File: src/bcw_pkg.sv
// Purpose: shared constants and types for the bus-cycle wait controller
// Assumes: 100 MHz clock, jumper inputs are 1 when the jumper sits left (or top)
// Notes: wait counts are in whole clock periods
package bcw_pkg;

   localparam int          CLK_MHZ           = 100;
   localparam int          IO_RECOVERY_NS    = 500;
   localparam int          IO_RECOVERY_CYC   = (IO_RECOVERY_NS * CLK_MHZ + 999) / 1000;
   localparam int          CNT_W             = 6;
   localparam logic [1:0]  PORT_LATCH_OFS    = 2'h1;
   localparam logic [1:0]  PORT_STATUS_OFS   = 2'h3;
   localparam logic [7:0]  LATCH_RESET       = 8'h00;
   localparam logic [7:0]  RD_DATA_RESET     = 8'h00;
   localparam logic [CNT_W-1:0] EXTRA_READ_WAITS = 6'h02;
   localparam logic [CNT_W-1:0] CNT_ZERO     = 6'h00;
   localparam logic [CNT_W-1:0] CNT_ONE      = 6'h01;
   localparam logic [CNT_W-1:0] IO_RECOVERY_CNT = CNT_W'(IO_RECOVERY_CYC);

   typedef enum logic [1:0]
   {
      CYC_FETCH   = 2'b00,
      CYC_MEM_RD  = 2'b01,
      CYC_MEM_OTH = 2'b10,
      CYC_IO      = 2'b11
   } bcw_cycle_e;

   typedef enum logic [1:0]
   {
      ST_IDLE = 2'b00,
      ST_WAIT = 2'b01
   } bcw_state_e;

   typedef struct packed
   {
      logic       start;
      bcw_cycle_e kind;
   } bcw_cycle_s;

   typedef struct packed
   {
      logic       wait_a;
      logic       wait_b;
      logic       extra_read;
      logic       latch_clear;
      logic       io_recovery;
   } bcw_jumpers_s;

endpackage

File: src/bcw_down_counter.sv
// Purpose: loadable down counter that reports when it has run out
// Assumes: load and count never matter in the same cycle, load wins
// Notes: holds at zero
`timescale 1ns/10ps
module bcw_down_counter
   import bcw_pkg::*;
(
   input  wire logic             clock,
   input  wire logic             rst_n,
   input  wire logic             load,
   input  wire logic [CNT_W-1:0] load_value,
   output logic                  zero,
   output logic [CNT_W-1:0]      count
);

   logic [CNT_W-1:0] count_reg;
   logic [CNT_W-1:0] count_next;

   assign zero       = (count_reg == CNT_ZERO);
   assign count      = count_reg;
   assign count_next = load ? load_value : (zero ? CNT_ZERO : count_reg - CNT_ONE);

   always_ff @(posedge clock)
   begin
      if (!rst_n)
         count_reg <= CNT_ZERO;
      else
         count_reg <= count_next;
   end

endmodule

File: src/bcw_wait_control.sv
// Purpose: wait-state insertion, I/O recovery and memory-manager latch control
// Assumes: cycle.start is a one-cycle pulse at the start of each bus cycle
// Notes: Notes on behaviour follows
// Notes on behaviour
// - fetch gets 0-2 waits, memory 0-1
// - two wait jumpers jointly pick fetch/memory waits
// - latch cleared at power-on and optional bus reset
// - extra option adds two waits to data reads
// - extra-read jumper left enables, right disables
// - I/O operations spaced by recovery interval
// - recovery jumper left enables, right disables
// - output to base plus one loads latch
//
// Our own choices: the address-and-strobe port and the register offsets.
`timescale 1ns/10ps
module bcw_wait_control
   import bcw_pkg::*;
(
   input  wire logic         clock,
   input  wire logic         rst_n,
   input  wire bcw_cycle_s   cycle,
   input  wire logic         bus_wait_req,
   output logic              cycle_ready,
   output logic              cycle_busy,
   input  wire bcw_jumpers_s jumpers,
   input  wire logic         power_on_clear,
   input  wire logic         bus_reset_n,
   input  wire logic [5:0]   onboard_port_base,
   input  wire logic [7:0]   io_addr,
   input  wire logic [7:0]   io_wr_data,
   input  wire logic         io_wr,
   input  wire logic         io_rd,
   output logic [7:0]        io_rd_data,
   output logic [7:0]        mm_latch
);

   bcw_state_e       state_reg;
   bcw_state_e       state_next;
   bcw_cycle_e       kind_reg;
   logic [7:0]       latch_reg;
   logic [7:0]       rd_data_reg;
   logic [CNT_W-1:0] fetch_waits;
   logic [CNT_W-1:0] mem_waits;
   logic [CNT_W-1:0] base_waits;
   logic [CNT_W-1:0] cycle_waits;
   logic [CNT_W-1:0] recovery_left;
   logic             wait_zero;
   logic             recovery_zero;
   logic             recovery_load;
   logic             io_hold;
   logic             port_hit;
   logic             latch_write;
   logic             status_read;
   logic             latch_read;
   logic             latch_clear;
   logic             finish;
   logic             recovery_on_reg;

   // jumper a left adds a fetch and a memory wait, b left adds a fetch wait
   function automatic logic [CNT_W-1:0] waits_for(input logic a_left, input logic b_left, input logic is_fetch);
      logic [CNT_W-1:0] n;
      n = CNT_ZERO;
      if (is_fetch)
         n = CNT_W'(a_left) + CNT_W'(b_left);
      else
         n = CNT_W'(a_left);
      return n;
   endfunction

   assign fetch_waits = waits_for(jumpers.wait_a, jumpers.wait_b, 1'b1);
   assign mem_waits   = waits_for(jumpers.wait_a, jumpers.wait_b, 1'b0);

   // instruction fetches never see the extra read waits
   assign base_waits  = (cycle.kind == CYC_FETCH) ? fetch_waits :
                        (cycle.kind == CYC_IO)    ? CNT_ZERO : mem_waits;
   assign cycle_waits = (cycle.kind == CYC_MEM_RD && jumpers.extra_read) ?
                        base_waits + EXTRA_READ_WAITS : base_waits;

   // io held off until the previous io cycle's recovery has elapsed
   // jumper taken at cycle start, a move mid-cycle cannot cut a recovery short
   assign io_hold     = (kind_reg == CYC_IO) && recovery_on_reg && !recovery_zero;

   // waits are loaded at the cycle start only, later jumper moves do not disturb it
   bcw_down_counter u_wait
   (
      .clock      (clock),
      .rst_n      (rst_n),
      .load       (cycle.start && state_reg == ST_IDLE),
      .load_value (cycle_waits),
      .zero       (wait_zero),
      .count      ()
   );

   // ready stays low while any wait remains, one clock per wait
   assign finish      = (state_reg == ST_WAIT) && wait_zero && !io_hold && !bus_wait_req;
   assign cycle_ready = finish;
   assign cycle_busy  = (state_reg == ST_WAIT);

   assign recovery_load = finish && (kind_reg == CYC_IO);

   bcw_down_counter u_recovery
   (
      .clock      (clock),
      .rst_n      (rst_n),
      .load       (recovery_load),
      .load_value (IO_RECOVERY_CNT),
      .zero       (recovery_zero),
      .count      (recovery_left)
   );

   always_comb
   begin
      state_next = state_reg;
      case (state_reg)
         ST_IDLE:
            if (cycle.start)
               state_next = ST_WAIT;
         ST_WAIT:
            if (finish)
               state_next = ST_IDLE;
         default:
            state_next = ST_IDLE;
      endcase
   end

   always_ff @(posedge clock)
   begin
      if (!rst_n)
      begin
         state_reg       <= ST_IDLE;
         kind_reg        <= CYC_FETCH;
         recovery_on_reg <= 1'b0;
      end
      else
      begin
         state_reg <= state_next;
         if (cycle.start && state_reg == ST_IDLE)
         begin
            kind_reg        <= cycle.kind;
            recovery_on_reg <= jumpers.io_recovery;
         end
      end
   end

   // on-board port decode, six base bits pick a four-port group
   assign port_hit    = (io_addr[7:2] == onboard_port_base);
   assign latch_write = io_wr && port_hit && (io_addr[1:0] == PORT_LATCH_OFS);
   assign latch_read  = io_rd && port_hit && (io_addr[1:0] == PORT_LATCH_OFS);
   assign status_read = io_rd && port_hit && (io_addr[1:0] == PORT_STATUS_OFS);

   // clear beats a same-cycle write so reset leaves a known map
   assign latch_clear = power_on_clear || (!bus_reset_n && jumpers.latch_clear);

   always_ff @(posedge clock)
   begin
      if (!rst_n)
         latch_reg <= LATCH_RESET;
      else if (latch_clear)
         latch_reg <= LATCH_RESET;
      else if (latch_write)
         latch_reg <= io_wr_data;
   end

   always_ff @(posedge clock)
   begin
      if (!rst_n)
         rd_data_reg <= RD_DATA_RESET;
      else if (latch_read)
         rd_data_reg <= latch_reg;
      else if (status_read)
         rd_data_reg <= {2'h0, !recovery_zero, jumpers.io_recovery,
                         jumpers.extra_read, jumpers.latch_clear, jumpers.wait_b, jumpers.wait_a};
      else
         rd_data_reg <= RD_DATA_RESET;
   end

   assign io_rd_data = rd_data_reg;
   assign mm_latch   = latch_reg;

endmodule

File: config.mk
export PLATFORM = sky130hd
export DESIGN_NAME = bcw_wait_control
export DESIGN_NICKNAME = d
export VERILOG_FILES = /design/src/bcw_pkg.sv /design/src/bcw_down_counter.sv /design/src/bcw_wait_control.sv
export SDC_FILE = /design/constraint.sdc
export NUM_CORES = 1
export LEC_CHECK = 0
export BUFFER_PORTS_ARGS = -buffer_cell sky130_fd_sc_hd__buf_2
export CORE_ASPECT_RATIO = 1.75
export CORE_MARGIN = 5
export CORE_UTILIZATION = 48
export CTS_CLUSTER_SIZE = 16
export DETAILED_ROUTE_END_ITERATION = 6
export MAX_ROUTING_LAYER = met4
export PLACE_DENSITY = 0.84
export SETUP_SLACK_MARGIN = 0.3
export SLEW_MARGIN = 5
export SYNTH_ARGS = -nofsm -noshare
export SYNTH_HDL_FRONTEND = slang
export SYNTH_SLANG_ARGS = --single-unit
File: constraint.sdc
create_clock -name clock -period 2.1 [get_ports clock]
set_clock_uncertainty 0.05 [all_clocks]
set_input_delay 0.315 -clock clock [delete_from_list [all_inputs] [get_ports clock]]
set_output_delay 0.315 -clock clock [all_outputs]
set_load 0.03 [all_outputs]
Yosys cells after proc, flatten, opt, wreduce, memory -nomap -nowiden
Cells that the tools add are included.
Cells by class
  mux-type cells: 12
  add/subtract/negate cells: 4
  shift operators: 0
  bitwise gates (word level): 1
  reduce and logical (&&, ||, !) cells: 26
  equal/unequal tests: 9
  multiply operators: 0
  order comparisons: 0
  divide/modulo/power cells: 0
Operator list (count)
  two-way mux 6 bit: 5
  logical AND 1 bit: 14
  logical NOT 6 bit: 2
  subtractor 6 x 1 -> 6 bit, second input constant: 2
  two-way mux 8 bit: 1
  == test 2 x 1 -> 1 bit, second input constant: 3
  == test 2 bit, second input constant: 3
  == test 6 bit: 1
  two-way mux 2 bit: 3
  logical NOT 1 bit: 4
  logical NOT 2 bit: 2
  case mux 2 bit (2 select lines): 1
  adder 2 x 2 -> 3 bit, second input constant: 1
  two-way mux 3 bit: 1
  OR reduction 3 bit: 1
  adder 1 x 1 -> 2 bit: 1
  inequality test 2 x 1 -> 1 bit, second input constant: 1
  inequality test 2 bit, second input constant: 1
  AND reduction 2 bit: 1
  OR reduction 2 bit: 1
  logical OR 1 bit: 1
  two-way mux 1 bit: 1
  inverter 1 bit: 1
Storage, ports and cells
  memory bits (read-only): 0
  bits in latches: 0
  memories: 0
  RAM bits: 0
  register bits: 33
  logic and storage cells: 60

Logic depth before layout (Yosys ltp)
  depth in word-level cells: 8
  mapped depth: 6
  gate-level depth less buffers: 6

Hierarchy
Synthesis repeated with hierarchy kept, for this count alone.
Second synthesis, totals
  cells, all modules: 183
  area total of the unflattened synthesis: 1686.6 um^2
By module, submodules not included
  bcw_wait_control: cells each 101, area an instance 985.9 um^2, instances 1, sequential area each 400.4 um^2
  bcw_down_counter: cells each 41, area an instance 350.3 um^2, instances 2, sequential area each 120.1 um^2

Least setup slack after synthesis
Ideal clock, no wire load.
  path kind: input to register
  start: in io_addr[1]
  end: reg latch_reg[0] (netlist: mm_latch[0])
  library setup time: 72 ps
  arrival time: 1412 ps
  required time: 1978 ps
  stages: 5
  path buffers: 1
  path slack: 567 ps
  cell sequence: buf_2 and3b_1 o2111ai_1 nor3_4 mux2i_1
Between the ends
  longest elaborated chain between the ends: 2
RTL lines
  start, declared: line bcw_wait_control.sv:29  | input wire logic [7:0] io_addr,
  == test 2 x 1 -> 1 bit: line bcw_wait_control.sv:147  | assign latch_write = io_wr && port_hit && (io_addr[1:0] == PORT_LATCH_OFS);
  logical AND 1 bit: line bcw_wait_control.sv:147
  end signal, assigned: line bcw_wait_control.sv:161  | latch_reg <= io_wr_data;
  end, declared: line bcw_wait_control.sv:40  | logic [7:0] latch_reg;
Every way passes these cells.
A chain may end at the register's enable or synchronous reset.

==> flow_metrics.py <==
metrics = {
    "clock_tree": {
        "clk_pin_slew_worst_paths_ns": 0.07,
        "cts_tree": "built",
        "cts_buffer_depth": 2,
        "holdBufCountCts": 0,
        "htreeDepth": 2,
        "clk_latency_ns": 0.29,
        "cts_root_buffer": "clkbuf_8",
        "cts_buffers": 5,
        "cts_sinks": 32,
    },
    "cells_and_area": {
        "fin_cells": 276,
        "final_core_util_pct": 69.5,
        "antenna-diode-count": 0,
        "drive_gt1_share_pct": 37.6,
        "fin_nets": 274,
        "syn_to_final_growth_pct": 38.2,
    },
    "global_route": {
        "overflow": 0,
        "grt_pass1_vias": 1396,
        "grt_use_total_pct": 19.1,
        "grt_pass1_wl_um": 6130,
        "grt_start_max_net_pins": 17,
        "antenna_found_initial": 0,
    },
    "critical_path": {
        "crit_arrival_ns": 2.00,
        "max_stage_delay_ns": 0.37,
        "cp_slowest_cell": "or3b_4",
        "start_kind": "flop",
        "cp.buffers_inverters": 2,
        "crit_family": "simple AND/OR/NAND/NOR gates",
        "crit_required_ns": 1.74,
        "crit_type": "reg2out",
        "end_kind": "output port",
        "cp_cell_sequence": "inv_2 -> ha_4 -> or3b_4 -> or3_4 -> a311oi_4 -> buf_6",
        "critPathMaxFanout": 2,
    },
    "sta": {
        "max_slew_margin_pct": 58.3,
        "min_period_ns": 2.36,
        "fin_setup_tns_ns": -0.831,
        "hold_violations": 0,
        "slew_viol_final": 0,
        "fin_crit_sh_pct": 112,
        "setup_viol": 8,
        "fin_ws_ns": -0.260,
        "worstMarginPinSlew_ns": 0.624,
        "max_freq_mhz": 424,
        "rsz0062_at_grt": "true",
    },
    "detailed_routing": {
        "drt_first_pass_iters": 4,
        "via_per_inst": 5.08,
        "initialDrtViolationCount": 30,
        "wirelength_um": 3680,
        "routedWlPerCell_um": 13.3,
        "via_count": 1402,
        "route.detailed.drc": 0,
        "postRouteAntennaNets": 0,
    },
    "power": {
        "p_leak_nw": 0.934,
        "p_total_mw": 2.33,
        "ir_drop_v": 0.000874,
        "power.density_mw_per_mm2": 1130,
    },
    "synthesis": {
        "synth_ff_type": "dfxtp_1",
        "synthTopCellsByCount": "dfxtp_1 (32), nand2_1 (26), nor2_1 (17)",
        "syn_area_mm2": 0.00149,
        "synth-edff-count": 0,
        "yosys.area.top_type": "dfxtp_1",
        "ys_warn_count": 0,
        "avgSynthCellArea_um2": 9.13,
        "synth_top_area_share_pct": 43.0,
        "netlist_instances": 163,
        "ys_async_sr_fraction_pct": 0,
        "synth.distinct_cells": 41,
        "synth_most_common_cell": "dfxtp_1",
        "syn_nets": 204,
        "synth_area_leaders": "dfxtp_1 (43%), mux2i_1 (10%), nand2_1 (6.6%)",
        "synth-seq-cells": 32,
        "yosysSeqAreaShare_pct": 43.0,
    },
    "min_path": {
        "hp-class": "in2reg",
    },
    "floorplanning": {
        "die_w_um": 52.1,
        "dieArea_mm2": 0.00436,
        "start_util_pct": 50.3,
        "io_pins": 55,
        "num_rows": 26,
        "fp.dieH_um": 83.7,
        "core_area_mm2": 0.00296,
    },
    "placement": {
        "dpl.hpwl_um": 2840,
        "preCtsSetupSlack_ns": -0.00537,
        "place_inst": 260,
        "portBuffers": 54,
        "gp_congestion": 0.819,
    },
    "outcome": {
        "outcome": "finished with violations",
        "violations": "negative setup slack",
    },
    "job": {
        "drv_cap": 0,
    },
}
repair_timing:
action	CTS	global route
resized for setup	9	1
buffers inserted	7	1
pin swaps	4	2
setup endpoints to repair	7	9
power by group:
| part | switching [mW] | internal (mW) | total [mW] |
|---|---|---|---|
| Clock | 0.227 | 0.352 | 0.579 |
| Sequential | 0.0673 | 0.699 | 0.766 |
| Combinational | 0.427 | 0.562 | 0.988 |
worst register-to-register path, delay by kind of cell (launching register included):
family / cells / cell delay, ns
simple gates: 2 / 0.73
buf+inv: 6 / 0.60
flops: 1 / 0.33
compound gates: 2 / 0.32
fa+ha+maj: 1 / 0.11
final timing paths:
check                           slack, ns  depth (start not counted)                start             endpoint
worst max-delay path                -0.26                          6  u_recovery.count[1]          cycle_ready
worst min-delay path                 0.22                          3        io_wr_data[6]          mm_latch[6]
worst max register to register      -0.14                         11  u_recovery.count[1]  u_recovery.count[4]
worst min register to register       0.42                          2          mm_latch[6]          mm_latch[6]
stage by stage:
stage / hold WS, ns / instance area [µm²]
finish: 0.221 / 2060
global route: 0.221 / 2060
CTS: 0.219 / 2050
detailed placement: 0.412 / 1860
global placement: 0.394 / 1860
floorplan: 0.361 / 1520
cell usage in the layout (no fill, tap or decap), types with 2 or more instances in the layout:
master | Yosys | routed
buf_4 | 0 | 8
ha_1 | 4 | 3
nand3_1 | 3 | 3
inv_2 | 0 | 2
nand2_1 | 26 | 26
or4_1 | 2 | 2
mux2i_1 | 15 | 15
and3b_1 | 2 | 2
dfxtp_1 | 32 | 30
nor3b_1 | 3 | 3
dfxtp_2 | 0 | 2
a21oi_1 | 5 | 4
o21ai_0 | 3 | 3
buf_6 | 0 | 6
clkbuf_8 | 0 | 5
inv_1 | 7 | 5
nand2b_1 | 3 | 3
buf_2 | 3 | 53
nor2_1 | 17 | 16
xor2_1 | 3 | 3
a31oi_1 | 2 | 2
xnor2_1 | 6 | 6
o2111ai_1 | 2 | 2
or3_1 | 2 | 2
a22oi_1 | 2 | 2
routing by layer:
layer	vias up	part of all wire, %	track usage (%)
li1	700	-	-
met1	662	35	19.3
met2	33	60	34.7
met3	7	3.7	3.76
met4	0	1.7	6.44
met5	-	0	-
cell families (layout without fill, tap and decap cells):
logic type / after synthesis / in the layout / synth area share, %
simple gates: 70 / 70 / 24.7
flops: 32 / 32 / 43.0
compound gates: 21 / 21 / 10.3
mux: 15 / 15 / 10.1
buf+inv: 12 / 83 / 3.28
xor+xnor: 9 / 9 / 5.29
fa+ha+maj: 4 / 4 / 3.36
cell type report:
| cell class | count | area [µm²] |
|---|---|---|
| clock buffers | 6 | 72.6 |
| flip-flops and latches | 32 | 643 |
| clock inverters | 2 | 35.0 |
| multi-input cells | 119 | 832 |
| repair buffers | 67 | 393 |
| fillers | 258 | 902 |
| well taps | 42 | 52.6 |
| inverters | 8 | 30.0 |
(Power assumes the default switching activity.)
